### config.mk
export PLATFORM = sky130hd
export DESIGN_NAME = b1hr_regs
export DESIGN_NICKNAME = d
export VERILOG_FILES = /design/src/verilog/b1hr_pkg.sv /design/src/verilog/b1hr_regs.sv
export VERILOG_INCLUDE_DIRS = /design/src /design/src/verilog
export SDC_FILE = /design/constraint.sdc
export NUM_CORES = 1
export LEC_CHECK = 0
export ABC_CLOCK_PERIOD_IN_PS = 5800
export BUFFER_PORTS_ARGS = -buffer_cell sky130_fd_sc_hd__buf_2
export CAP_MARGIN = 40
export CORE_MARGIN = 5
export CORE_UTILIZATION = 35
export DETAILED_ROUTE_END_ITERATION = 16
export GPL_TIMING_DRIVEN = 0
export PLACE_DENSITY = 0.64
export SETUP_SLACK_MARGIN = 0.5
export SLEW_MARGIN = 40
export SYNTH_ARGS = -nofsm -noshare
export SYNTH_HDL_FRONTEND = slang
export SYNTH_SLANG_ARGS = --single-unit
### constraint.sdc
create_clock -name sys_clk -period 5.8 [get_ports sys_clk]
set_clock_uncertainty 0.05 [all_clocks]
set_input_delay 0 -clock sys_clk [delete_from_list [all_inputs] [get_ports sys_clk]]
set_output_delay 0 -clock sys_clk [all_outputs]
set_load 0.02 [all_outputs]
### src/verilog/b1hr_defs.svh
// offsets, field positions, reset values and fixed codes of the bridge header registers
`ifndef B1HR_DEFS_SVH
`define B1HR_DEFS_SVH

`define B1HR_OFS_HDR_KIND 8'h0E
`define B1HR_OFS_SELF_TEST 8'h0F
`define B1HR_OFS_WIN0 8'h10
`define B1HR_OFS_WIN1 8'h14
`define B1HR_OFS_UP_BUS 8'h18
`define B1HR_OFS_DN_BUS 8'h19
`define B1HR_OFS_HI_BUS 8'h1A
`define B1HR_OFS_TENURE 8'h1B
`define B1HR_OFS_IO_LOW 8'h1C
`define B1HR_OFS_IO_HIGH 8'h1D
`define B1HR_LAYOUT_FIRST 8'h10
`define B1HR_LAYOUT_LAST 8'h3F

`define B1HR_RST_HDR_KIND 8'h01
`define B1HR_RST_SELF_TEST 8'h00
`define B1HR_RST_WIN 32'h0000_0000
`define B1HR_RST_BUS 8'h00
`define B1HR_RST_TENURE 8'h00
`define B1HR_RST_IO_NIB 4'h0

`define B1HR_IO_DECODE_32 4'h1
`define B1HR_IO_ADDR_MSB 7
`define B1HR_IO_ADDR_LSB 4
`define B1HR_IO_BASE_FILL 12'h000
`define B1HR_IO_LIMIT_FILL 12'hFFF
`define B1HR_TENURE_MAX 8'hFF

`endif

### src/verilog/b1hr_pkg.sv
// types shared by the bridge header register bank
package b1hr_pkg;

    typedef struct packed {
        logic req;
        logic we;
        logic [7:0] addr;
        logic [3:0] be;
        logic [31:0] wdata;
    } b1hr_cfg_req_t;

    typedef struct packed {
        logic [7:0] up_bus;
        logic [7:0] dn_bus;
        logic [7:0] hi_bus;
        logic [7:0] tenure;
        logic [3:0] io_base_nib;
        logic [3:0] io_lim_nib;
        logic [31:0] rdata;
        logic ack;
        logic fwd_valid;
        logic fwd_type0;
        logic fwd_type1;
        logic io_valid;
        logic io_hit;
        logic active;
        logic [7:0] count;
        logic expired;
        logic grant;
        logic end_xfer;
    } b1hr_state_t;

endpackage : b1hr_pkg

### src/verilog/b1hr_regs.sv
// bridge type 1 header bytes 0Eh-1Dh: registers, forwarding, I/O window and tenure timer
//
// What this block does
// - header kind byte reads 01h, read-only
// - bridge layout covers bytes 10h to 3Fh only
// - self-test byte reads 00h, writes ignored
// - first window register reads zero, read-only
// - second window register reads zero, read-only
// - upstream bus number, read/write, resets 00h
// - downstream bus number, read/write, resets zero
// - highest bus number, read/write, resets zero
// - forward when target bus lies behind bridge
// - target equals downstream bus: forward as type 0
// - deeper bus behind bridge: forward as type 1
// - tenure timer counts clocks from frame start
// - expired timer ends transaction once grant withdrawn
// - grant withdrawn when another master requests bus
// - I/O base low nibble 0001b, high nibble writable
// - I/O limit low nibble 0001b, low bits FFFh
// - base upper 16 bits from base-upper register
// - limit upper 16 bits from limit-upper register
`timescale 1ns/1ps
`include "b1hr_defs.svh"

module b1hr_regs
    import b1hr_pkg::*;
(
    input wire logic sys_clk,
    input wire logic sys_rst,
    input wire b1hr_cfg_req_t cfg_in,
    output logic [31:0] cfg_rdata,
    output logic cfg_ack,
    input wire logic fwd_req,
    input wire logic [7:0] fwd_bus,
    output logic fwd_valid,
    output logic fwd_type0,
    output logic fwd_type1,
    input wire logic io_req,
    input wire logic [31:0] io_addr,
    input wire logic [15:0] io_base_upper,
    input wire logic [15:0] io_limit_upper,
    output logic io_valid,
    output logic io_hit,
    input wire logic frame_start,
    input wire logic xfer_done,
    input wire logic other_req,
    output logic grant_int,
    output logic tenure_expired,
    output logic end_xfer,
    output logic [7:0] up_bus_num,
    output logic [7:0] dn_bus_num,
    output logic [7:0] hi_bus_num
);

    b1hr_state_t st_reg;
    b1hr_state_t st_next;
    logic [31:0] io_base_full;
    logic [31:0] io_limit_full;
    logic [5:0] cfg_dw;

    function automatic logic [7:0] b1hr_wr_byte(
        input logic [7:0] old_val,
        input logic [7:0] new_val,
        input logic en
    );
        b1hr_wr_byte = en ? new_val : old_val;
    endfunction : b1hr_wr_byte

    function automatic logic b1hr_dw_is(input logic [5:0] dw, input logic [7:0] ofs);
        b1hr_dw_is = (dw == ofs[7:2]);
    endfunction : b1hr_dw_is

    assign cfg_dw = cfg_in.addr[7:2];
    // composed window edges; low twelve bits are implied, never stored
    assign io_base_full = {io_base_upper, st_reg.io_base_nib,
                           `B1HR_IO_BASE_FILL};
    assign io_limit_full = {io_limit_upper, st_reg.io_lim_nib,
                            `B1HR_IO_LIMIT_FILL};

    always_comb begin
        logic wr_bus;
        logic wr_io;
        wr_bus = cfg_in.req && cfg_in.we && b1hr_dw_is(cfg_dw, `B1HR_OFS_UP_BUS);
        wr_io = cfg_in.req && cfg_in.we && b1hr_dw_is(cfg_dw, `B1HR_OFS_IO_LOW);
        st_next = st_reg;

        // config access: answer one cycle later, unowned bytes read zero
        st_next.ack = cfg_in.req;
        st_next.rdata = 32'h0000_0000;
        if (cfg_in.req && !cfg_in.we) begin
            if (b1hr_dw_is(cfg_dw, `B1HR_OFS_HDR_KIND)) begin
                st_next.rdata[23:16] = `B1HR_RST_HDR_KIND;
                st_next.rdata[31:24] = `B1HR_RST_SELF_TEST;
            end else if (b1hr_dw_is(cfg_dw, `B1HR_OFS_WIN0)) begin
                st_next.rdata = `B1HR_RST_WIN;
            end else if (b1hr_dw_is(cfg_dw, `B1HR_OFS_WIN1)) begin
                st_next.rdata = `B1HR_RST_WIN;
            end else if (b1hr_dw_is(cfg_dw, `B1HR_OFS_UP_BUS)) begin
                st_next.rdata = {st_reg.tenure, st_reg.hi_bus, st_reg.dn_bus, st_reg.up_bus};
            end else if (b1hr_dw_is(cfg_dw, `B1HR_OFS_IO_LOW)) begin
                st_next.rdata[15:0] = {st_reg.io_lim_nib, `B1HR_IO_DECODE_32,
                                       st_reg.io_base_nib, `B1HR_IO_DECODE_32};
            end else begin
                st_next.rdata = 32'h0000_0000;
            end
        end
        // writes to the read-only bytes fall through and change nothing
        st_next.up_bus = b1hr_wr_byte(st_reg.up_bus, cfg_in.wdata[7:0],
                                      wr_bus && cfg_in.be[0]);
        st_next.dn_bus = b1hr_wr_byte(st_reg.dn_bus, cfg_in.wdata[15:8],
                                      wr_bus && cfg_in.be[1]);
        st_next.hi_bus = b1hr_wr_byte(st_reg.hi_bus, cfg_in.wdata[23:16],
                                      wr_bus && cfg_in.be[2]);
        st_next.tenure = b1hr_wr_byte(st_reg.tenure, cfg_in.wdata[31:24],
                                      wr_bus && cfg_in.be[3]);
        if (wr_io && cfg_in.be[0]) begin
            st_next.io_base_nib = cfg_in.wdata[`B1HR_IO_ADDR_MSB:`B1HR_IO_ADDR_LSB];
        end
        if (wr_io && cfg_in.be[1]) begin
            st_next.io_lim_nib =
                cfg_in.wdata[8 + `B1HR_IO_ADDR_MSB:8 + `B1HR_IO_ADDR_LSB];
        end

        // forwarding uses the bus numbers as they stood before any same-cycle write
        st_next.fwd_valid = fwd_req;
        st_next.fwd_type0 = fwd_req && (fwd_bus == st_reg.dn_bus);
        st_next.fwd_type1 = fwd_req && (fwd_bus > st_reg.dn_bus)
                            && (fwd_bus <= st_reg.hi_bus);

        st_next.io_valid = io_req;
        st_next.io_hit = io_req && (io_addr >= io_base_full)
                         && (io_addr <= io_limit_full);

        // internal grant follows the arbiter with one cycle of lag
        st_next.grant = !other_req;

        // tenure: count saturates so a long transfer cannot wrap back under the limit
        st_next.end_xfer = 1'b0;
        if (frame_start) begin
            st_next.active = 1'b1;
            st_next.count = 8'h00;
        end else if (st_reg.active && (xfer_done || st_reg.end_xfer)) begin
            st_next.active = 1'b0;
        end else if (st_reg.active) begin
            if (st_reg.count != `B1HR_TENURE_MAX) begin
                st_next.count = st_reg.count + 8'h01;
            end
            st_next.end_xfer = st_reg.expired && !st_reg.grant && !xfer_done;
        end
        st_next.expired = st_next.active && (st_next.count >= st_reg.tenure);
        if (st_next.end_xfer) begin
            st_next.active = 1'b1;
        end
    end

    always_ff @(posedge sys_clk) begin
        if (sys_rst) begin
            st_reg <= '0;
            st_reg.up_bus <= `B1HR_RST_BUS;
            st_reg.dn_bus <= `B1HR_RST_BUS;
            st_reg.hi_bus <= `B1HR_RST_BUS;
            st_reg.tenure <= `B1HR_RST_TENURE;
            st_reg.io_base_nib <= `B1HR_RST_IO_NIB;
            st_reg.io_lim_nib <= `B1HR_RST_IO_NIB;
            st_reg.grant <= 1'b1;
        end else begin
            st_reg <= st_next;
        end
    end

    assign cfg_rdata = st_reg.rdata;
    assign cfg_ack = st_reg.ack;
    assign fwd_valid = st_reg.fwd_valid;
    assign fwd_type0 = st_reg.fwd_type0;
    assign fwd_type1 = st_reg.fwd_type1;
    assign io_valid = st_reg.io_valid;
    assign io_hit = st_reg.io_hit;
    assign grant_int = st_reg.grant;
    assign tenure_expired = st_reg.expired;
    assign end_xfer = st_reg.end_xfer;
    assign up_bus_num = st_reg.up_bus;
    assign dn_bus_num = st_reg.dn_bus;
    assign hi_bus_num = st_reg.hi_bus;
endmodule : b1hr_regs

## After elaboration in Yosys (flattened, before gate mapping)

Index checks and enable logic that the tools add are counted.

| storage, ports and cells | value |
|---|---|
| flip-flop bits (word level) | 90 |
| bits of input ports | 125 |
| output and inout port bits | 65 |

| cells by class | value |
|---|---|
| add/subtract/negate cells | 1 |
| magnitude comparators | 5 |
| equal/unequal tests | 7 |
| mux-type cells | 14 |
| bitwise gates (word level) | 2 |
| reduce and logical (&&, ||, !) cells | 27 |

Operators by type and width:

| cell | number |
|---|---|
| 2-to-1 mux 17 bit | 3 |
| greater-or-equal comparator 32 bit | 1 |
| <= comparator 32 bit | 1 |
| == test 6 x 3 -> 1 bit (second input constant) | 4 |
| 2-to-1 mux 8 bit | 3 |
| logical AND 1 bit | 19 |
| 2-to-1 mux 16 bit | 1 |
| 2-to-1 mux 9 bit | 1 |
| adder 8 x 1 -> 8 bit (second input constant) | 1 |
| == test 8 bit | 1 |
| greater-or-equal comparator 8 bit | 1 |
| greater-than comparator 8 bit | 1 |
| <= comparator 8 bit | 1 |
| inequality test 8 bit (second input constant) | 1 |
| == test 6 x 2 -> 1 bit (second input constant) | 1 |
| 2-to-1 mux 1 bit | 6 |
| OR reduction 6 bit | 1 |
| OR reduction 5 bit | 1 |
| logical NOT 1 bit | 4 |
| NOT 1 bit | 2 |
| OR reduction 2 bit | 1 |
| logical OR 1 bit | 1 |

## Logic depth before layout (Yosys ltp)

Gate-level depths: netlist of run 1.

| depth | value |
|---|---|
| depth after elaboration | 7 |
| gate-level depth with buffers | 13 |

## Least setup slack after synthesis of run 1

OpenSTA, ideal clock, no wires.

| timing path | value |
|---|---|
| path type | reg2reg |
| start point | reg st_reg[3] in the netlist's numbering |
| end point | reg st_reg, in the netlist tenure_expired |
| library setup time | 0.125 ns |
| arrival | 2.111 ns |
| data required time | 5.625 ns |
| setup slack | 3.514 ns |
| stages on the path, launching flop included | 13 |
| clock period less this slack | 2.286 ns |
| cell sequence | dfxtp_1 -> ha_1 -> nand4_1 -> o21ai_1 -> xnor2_1 -> nand2b_1 -> ha_1 -> nand2b_1 -> a21o_1 -> a21oi_1 -> nor2b_1 -> o21ai_0 -> a31oi_1 |

| on the way | value |
|---|---|
| word-level cells in the longest chain between the ends | 7 |
| elaborated cells between the ends (all ways) | 8 |

Ends and longest elaborated chain:

| element | RTL line | source |
|---|---|---|
| from (decl) | b1hr_regs.sv:55 | `b1hr_state_t st_reg;` |
| from (signal assigned) | b1hr_regs.sv:167 | `st_reg <= st_next;` |
| adder 8 x 1 -> 8 bit / inequality test 8 bit (equally long branches) | -- |  |
| 2-to-1 mux 8 bit | b1hr_regs.sv:145 | `` if (st_reg.count != `B1HR_TENURE_MAX) begin `` |
| 2-to-1 mux 8 bit | b1hr_regs.sv:144 | `end else if (st_reg.active) begin` |
| 2-to-1 mux 8 bit (*) | b1hr_regs.sv:142 | `end else if (st_reg.active && (xfer_done \|\| st_reg.end_xfer)) begin` |
| 2-to-1 mux 9 bit (*) | b1hr_regs.sv:139 | `if (frame_start) begin` |
| greater-or-equal comparator 8 bit (*) | b1hr_regs.sv:150 | `st_next.expired = st_next.active && (st_next.count >= st_reg.tenure);` |
| logical AND 1 bit (*) | b1hr_regs.sv:150 |  |

Every way passes the cells marked *; elsewhere a longest branch is shown, timed or not.
A chain may end at the register's enable or synchronous reset.

## Final worst setup path of run 1

Ends and elaborated chain as after synthesis.

==> impl_metrics.csv, run 1 <==
group,metric,value,unit
status,status,"complete, no violations",
sta,hold_viol,0,
sta,unrepaired_setup_endpoints_after_global_routing,"false",
critical_path,cp.arrival,2.74,ns
sta,finalCritPeriodShare,0.4458,
die,io-pin-count,190,
logic_synthesis,yosys-top-cells-count,"dfxtp_1, inv_1, ha_1",
detailed_routing,dr_wl_met3,934,um
critical_path,r2r_start,"st_reg[3]",
die,core_footprint,14480,sq um
layout,largest_reg_flops,32,
critical_path,critical_path.endpoint,"tenure_expired",
detailed_routing,wirelength,14.96,mm
job,maxCapViolations,0,
clock_tree,cts-buffers-inserted,9,
logic_synthesis,post_synth_instance_area,5157,sq um
layout,insertedDiodeCount,0,
detailed_routing,post_drt_via_cell_ratio,4.773,
detailed_routing,met1_length,6.660,mm
clock_tree,clock_sinks,90,
critical_path,timing.critical_path.to_type,"flop",
detailed_routing,drt_iter0_drc,168,
power,ir_worst_vdd,0.0001330,V
logic_synthesis,number_of_enable_flip_flop_cells_after_synthesis,0,
sta,final.min_clock_period,2.586,ns
logic_synthesis,yosysSeqAreaShare,0.3493,
power,power_density_over_cell_area,193.2,nW/um^2
layout,share_of_post_route_cells_with_drive_strength_above_1,0.3101,
logic_synthesis,syn-mean-instance-area,8.359,sq um
placed_design,numPortBuffers,183,
clock_tree,clk_latency,0.34,ns
logic_synthesis,syn-instance-count,617,
die,die-height,131.4,um
critical_path,crit_path_start,"st_reg[3]",
clock_tree,tritoncts,"done",
clock_tree,clock_pin_slew_on_the_worst_setup_and_hold_paths,0.07,ns
logic_synthesis,synth_top_flop_cell,"dfxtp_1",
logic_synthesis,synth_most_common_cell,"dfxtp_1",
logic_synthesis,synth-seq-cells,90,
worst_hold_path,worstHoldPathCells,5,
clock_tree,max_h_tree_level,3,
logic_synthesis,number_of_synthesis_warnings,0,
layout,instances_no_fill,1061,
global_route,wire_length_of_the_first_global_routing_pass,24.19,mm
die,fp.dieW,131.4,um
sta,setup_viol_count_final,0,
detailed_routing,met2RoutedLength,6.984,mm
critical_path,worst-path-max-fanout,5,
global_route,grt_start_max_net_pins,17,
critical_path,rrSetupSlack,3.21,ns
sta,setup_tns,0,ns
critical_path,critPathRequiredTime,5.95,ns
logic_synthesis,synth.lib_cells_used.distinct,45,
global_route,number_of_global_route_vias_before_repair,5129,
layout,areaGrowthSynthToFinish,39.93,%
global_route,overflow,0,
placed_design,finalWeightedCongestion,0.8148,
detailed_routing,wl_per_cell,14.10,um
power,reported_leakage_power,3.392,nW
logic_synthesis,netlist.top_cell.by_area,"dfxtp_1",
global_route,antenna_violations_before_repair,0,
die,row_count,44,
worst_hold_path,timing.hold.worst.class,"in -> reg",
critical_path,timing.setup.critical_path_class,"reg -> reg",
layout,postLayoutCellArea,7217,sq um
critical_path,reg2reg_to,"tenure_expired",
die,initial_utilization,0.3562,
sta,relSlewSlack,0.5572,
logic_synthesis,yosysTopAreaCellShare,0.3493,
die,fp.dieArea,17260,sq um
detailed_routing,number_of_nets_with_antenna_violations_after_detailed_routing,0,
clock_tree,ctsLongestPathBuffers,2,
layout,design.final.nets,1062,
critical_path,worstSetupStartpointType,"flop",
logic_synthesis,yosys-top-cells-area,"dfxtp_1, ha_1, buf_4",
sta,achievable-frequency,386.7,MHz
clock_tree,ctsRootBufferMaster,"clkbuf_16",
detailed_routing,dr.max_layer_used,"met4",
placed_design,detailedPlacementHpwl,11.59,mm
sta,report.final.slew_viol_count,0,
global_route,grt_usage,0.1690,
placed_design,post_place_instance_area,6304,sq um
detailed_routing,drc_errors,0,
sta,hold_ws,0.01129,ns
critical_path,r2r.worst_path.cells,12,
logic_synthesis,synthesis.nets,807,
power,totalPowerFinal,0.001395,W
logic_synthesis,synth-async-reset-ratio,0,
placed_design,numPlacedInstances,984,
detailed_routing,drt_first_pass_iters,4,
detailed_routing,vias,5064,
sta,max_slew.worst_pin.slew,0.6641,ns
## layer usage
metal	GRT usage	vias up
li1	-	2570
met1	0.2095	2289
met2	0.2824	176
met3	0.05046	29
met4	0.05314	0
met5	0	-
## metrics by stage
step	setup WS, ns	util
after floorplan	3.514	-
after global placement	3.231	0.4354
after detailed placement	3.238	0.4354
after CTS	3.194	0.4984
after global routing	2.977	0.4984
final	3.214	0.4984
## how the worst min path moves through the flow
| stage | from | end | slack (ns) |
|---|---|---|---|
| after floorplan | other_req | grant_int | 0.02 |
| after global placement | other_req | grant_int | 0.14 |
| after detailed placement | other_req | grant_int | 0.14 |
| after CTS | io_addr[1] | io_hit | 0.003 |
| after global routing | io_addr[1] | io_hit | 0.04 |
| final | io_addr[1] | io_hit | 0.01 |
## cells by family (layout without fill, tap and decap cells)
logic type / Yosys count / in the layout / share of synthesized area
xor+xnor: 5 / 5 / 0.008491
buf+inv: 143 / 403 / 0.1511
compound gates: 103 / 103 / 0.1189
fa+ha+maj: 65 / 65 / 0.1577
mux: 2 / 2 / 0.003882
simple gates: 209 / 209 / 0.2106
flops: 90 / 90 / 0.3493
## report_power, final
part           internal [W]  switching, W
combinational     0.0000891     0.0000871
sequential         0.000621    0.00000147
clock              0.000340      0.000256
total               0.00105      0.000345
## cell type report
type	count	area [sq um]
buffer	76	528.0
multi-input combinational	384	2576
sequential	90	1802
fill	1403	7262
timing repair buffer	244	1526
clock buffer	10	229.0
inverter	67	251.5
tap	184	230.2
clock inverter	6	73.82
## timing repair
action	4_1_cts	5_1_grt
setup buffers	0	0
hold buffers	61	0
resized for setup	0	0
endpoints found under the setup margin	0	0
hold endpoints to repair	50	0
## placed cells by master (no fill, tap or decap), drive strengths merged, types with 8 or more instances in the layout
| master | count |
|---|---|
| a21oi | 61 |
| nor2 | 23 |
| a22o | 8 |
| o21ai | 13 |
| nand3 | 50 |
| nand4 | 13 |
| buf | 252 |
| ha | 65 |
| clkbuf | 17 |
| nand2 | 59 |
| nor3 | 26 |
| a21o | 10 |
| dlygate4sd3 | 61 |
| nand2b | 9 |
| inv | 69 |
| dfxtp | 90 |
| nor2b | 8 |
## critical path: stages, from the launching register on
cell	delay, ns
dfxtp_1	0.37
ha_1	0.23
nand4_1	0.10
o21ai_1	0.37
xnor2_1	0.18
nand2b_1	0.10
ha_1	0.27
nand2b_1	0.14
a21o_1	0.17
a21oi_1	0.14
nor2b_1	0.05
o21ai_0	0.14
a31oi_1	0.13
No activity file was read; power rests on OpenSTA's default activity.
==> inputs of run 2 (changes only) <==
--- a/config.mk
+++ b/config.mk
@@ -6,14 +6,14 @@
 export SDC_FILE = /design/constraint.sdc
 export NUM_CORES = 1
 export LEC_CHECK = 0
-export ABC_CLOCK_PERIOD_IN_PS = 5800
+export ABC_CLOCK_PERIOD_IN_PS = 2300
 export BUFFER_PORTS_ARGS = -buffer_cell sky130_fd_sc_hd__buf_2
 export CAP_MARGIN = 40
 export CORE_MARGIN = 5
 export CORE_UTILIZATION = 35
 export DETAILED_ROUTE_END_ITERATION = 16
 export GPL_TIMING_DRIVEN = 0
-export PLACE_DENSITY = 0.64
+export PLACE_DENSITY = 0.66
 export SETUP_SLACK_MARGIN = 0.5
 export SLEW_MARGIN = 40
 export SYNTH_ARGS = -nofsm -noshare
==> constraint.sdc (replaced) <==
create_clock -name sys_clk -period 2.3 [get_ports sys_clk]
set_clock_uncertainty 0.05 [all_clocks]
set_input_delay 0 -clock sys_clk [delete_from_list [all_inputs] [get_ports sys_clk]]
set_output_delay 0 -clock sys_clk [all_outputs]
set_load 0.02 [all_outputs]
==> run 2 against run 1 <==
Count of clock-buffer cells in the layout increased by 1; critical endpoint unchanged; critical path depth shrank 1; die area did not move; the flow now finishes with violations (negative setup slack); utilization is 1.4 points higher; largest power group unchanged.
==> impl_metrics.csv, run 2 (synthesis results as in run 1) <==
group,metric,value,unit
status,status,"finished, violations left",
status,failed_checks,"negative setup slack",
sta,final.setup.worst_slack,-0.01181,ns
critical_path,worstSetupStartpointType,"flop",
critical_path,cp_cell_sequence,"ha_4 > nand4_1 > o21ai_4 > mux2i_2 > nor2_1 > ha_1 > a21o_1 > a21oi_2 > nor2b_1 > o21ai_1 > a31oi_1",
critical_path,timing.critical_path.to_type,"flop",
placed_design,finalWeightedCongestion,0.8135,
global_route,antenna_violations_before_repair,0,
layout,design.final.nets,1070,
clock_tree,clock_pin_slew_on_the_worst_setup_and_hold_paths,0.06,ns
die,initial_utilization,0.3562,
die,die-height,131.4,um
clock_tree,max_h_tree_level,3,
global_route,grt_usage,0.1736,
layout,layout.cells.most_common_list,"buf_2, dfxtp_1, inv_1, dlygate4sd3_1",
clock_tree,tritoncts,"done",
layout,layout.cells.most_common,"buf_2",
detailed_routing,vias,5033,
die,io-pin-count,190,
critical_path,timing.setup.critical_path_class,"reg -> reg",
layout,postLayoutCellArea,7413,sq um
die,row_count,44,
clock_tree,ctsRootBufferMaster,"clkbuf_16",
detailed_routing,wl_per_cell,14.52,um
placed_design,detailedPlacementHpwl,11.70,mm
critical_path,max_stage_delay,0.36,ns
power,ir_worst_vdd,0.0004155,V
sta,hold_ws,0.02988,ns
sta,unrepaired_setup_endpoints_after_global_routing,"true",
layout,share_of_post_route_cells_with_drive_strength_above_1,0.3379,
sta,hold_viol,0,
sta,achievable-frequency,432.6,MHz
critical_path,worst-path-max-fanout,5,
sta,final.min_clock_period,2.312,ns
critical_path,cp_top_family,"compound AO/OA/AOI/OAI gates",
power,power_density_over_cell_area,477.9,nW/um^2
layout,insertedDiodeCount,0,
job,maxCapViolations,0,
critical_path,crit_slowest_cell,"dfxtp_4",
detailed_routing,post_drt_via_cell_ratio,4.708,
power,totalPowerFinal,0.003543,W
clock_tree,clk_latency,0.35,ns
global_route,number_of_global_route_vias_before_repair,5008,
global_route,wire_length_of_the_first_global_routing_pass,24.51,mm
clock_tree,ctsLongestPathBuffers,2,
sta,relSlewSlack,0.5820,
layout,areaGrowthSynthToFinish,43.74,%
global_route,overflow,0,
placed_design,worst_slack_placed,-0.02688,ns
detailed_routing,drt_iter0_drc,183,
sta,report.final.slew_viol_count,0,
die,fp.dieArea,17260,sq um
sta,finalCritPeriodShare,1.005,
detailed_routing,wirelength,15.53,mm
clock_tree,cts-buffers-inserted,9,
sta,setup_viol_count_final,1,
detailed_routing,drt_first_pass_iters,4,
clock_tree,clock_sinks,90,
critical_path,critPathRequiredTime,2.46,ns
critical_path,crit_buf_inv,0,
sta,max_slew.worst_pin.slew,0.6271,ns
power,reported_leakage_power,3.456,nW
placed_design,numPortBuffers,183,
detailed_routing,drc_errors,0,
global_route,grt_start_max_net_pins,16,
die,fp.dieW,131.4,um
worst_hold_path,timing.hold.worst.class,"in -> reg",
layout,largest_reg_flops,32,
critical_path,cp.arrival,2.47,ns
placed_design,post_place_instance_area,6322,sq um
die,core_footprint,14480,sq um
detailed_routing,number_of_nets_with_antenna_violations_after_detailed_routing,0,
sta,setup_tns,-0.01181,ns
-- run 2: cell count changes in the layout (fill, tap and decap cells not counted), moves of 4 or more --
cell,previous run,this run
dfxtp_1,90,84
buf_4,56,61
dfxtp_2,0,5
ha_1,65,61
ha_4,0,4
-- run 2: worst register-to-register path, delay by kind of cell (launching register included) --
family	cells	cell delay (ns)
simple gates	3	0.26
flops	1	0.36
compound gates	5	0.80
mux	1	0.29
fa+ha+maj	2	0.42
-- run 2: what timing repair did --
| action | 4_1_cts | 5_1_grt |
|---|---|---|
| buffers inserted | 3 | 2 |
| resized for setup | 6 | 18 |
| gates cloned | 0 | 0 |
| setup endpoints to repair | 2 | 3 |
| endpoints found under the hold margin | 50 | 0 |
| pin swaps | 3 | 6 |
| hold buffers | 64 | 0 |
-- run 2: final cells by class --
class | count | area (sq um)
Fill cell | 1382 | 7066
Multi-Input combinational cell | 384 | 2693
Sequential cell | 90 | 1812
Timing Repair Buffer | 252 | 1594
Buffer | 76 | 528.0
Inverter | 67 | 251.5
Clock buffer | 11 | 242.7
Tap cell | 184 | 230.2
Clock inverter | 5 | 62.56
-- run 2: metal layers --
metal,routed length (um),track usage,vias up
met2,7276,0.2895,173
met3,1071,0.05237,33
met4,408,0.06057,0
met1,6768,0.2128,2244
li1,-,-,2583
met5,0,0,-
-- run 2: metrics by stage --
| step | utilization | instances |
|---|---|---|
| floorplan | - | 617 |
| global placement | 0.4367 | 984 |
| detailed placement | 0.4367 | 984 |
| CTS | 0.5054 | 1067 |
| global route | 0.5120 | 1069 |
| finish | 0.5120 | 1069 |
-- run 2: worst paths after layout --
check                            startpoint        endpoint  slack [ns]  cells after the start
worst max-delay path              st_reg[3]  tenure_expired       -0.01                     11
worst min-delay path            io_addr[11]          io_hit        0.03                      5
worst max register to register    st_reg[3]  tenure_expired       -0.01                     11
worst min register to register   st_reg[60]      st_reg[60]        0.41                      2
-- run 2: power by group --
part / switching (W) / leakage (nW) / internal (W) / total (W)
registers: 0.00000408 / 0.730 / 0.00157 / 0.00157
clock network: 0.000633 / 0.142 / 0.000878 / 0.00151
logic: 0.000225 / 2.58 / 0.000237 / 0.000462
total: 0.000862 / 3.46 / 0.00268 / 0.00354
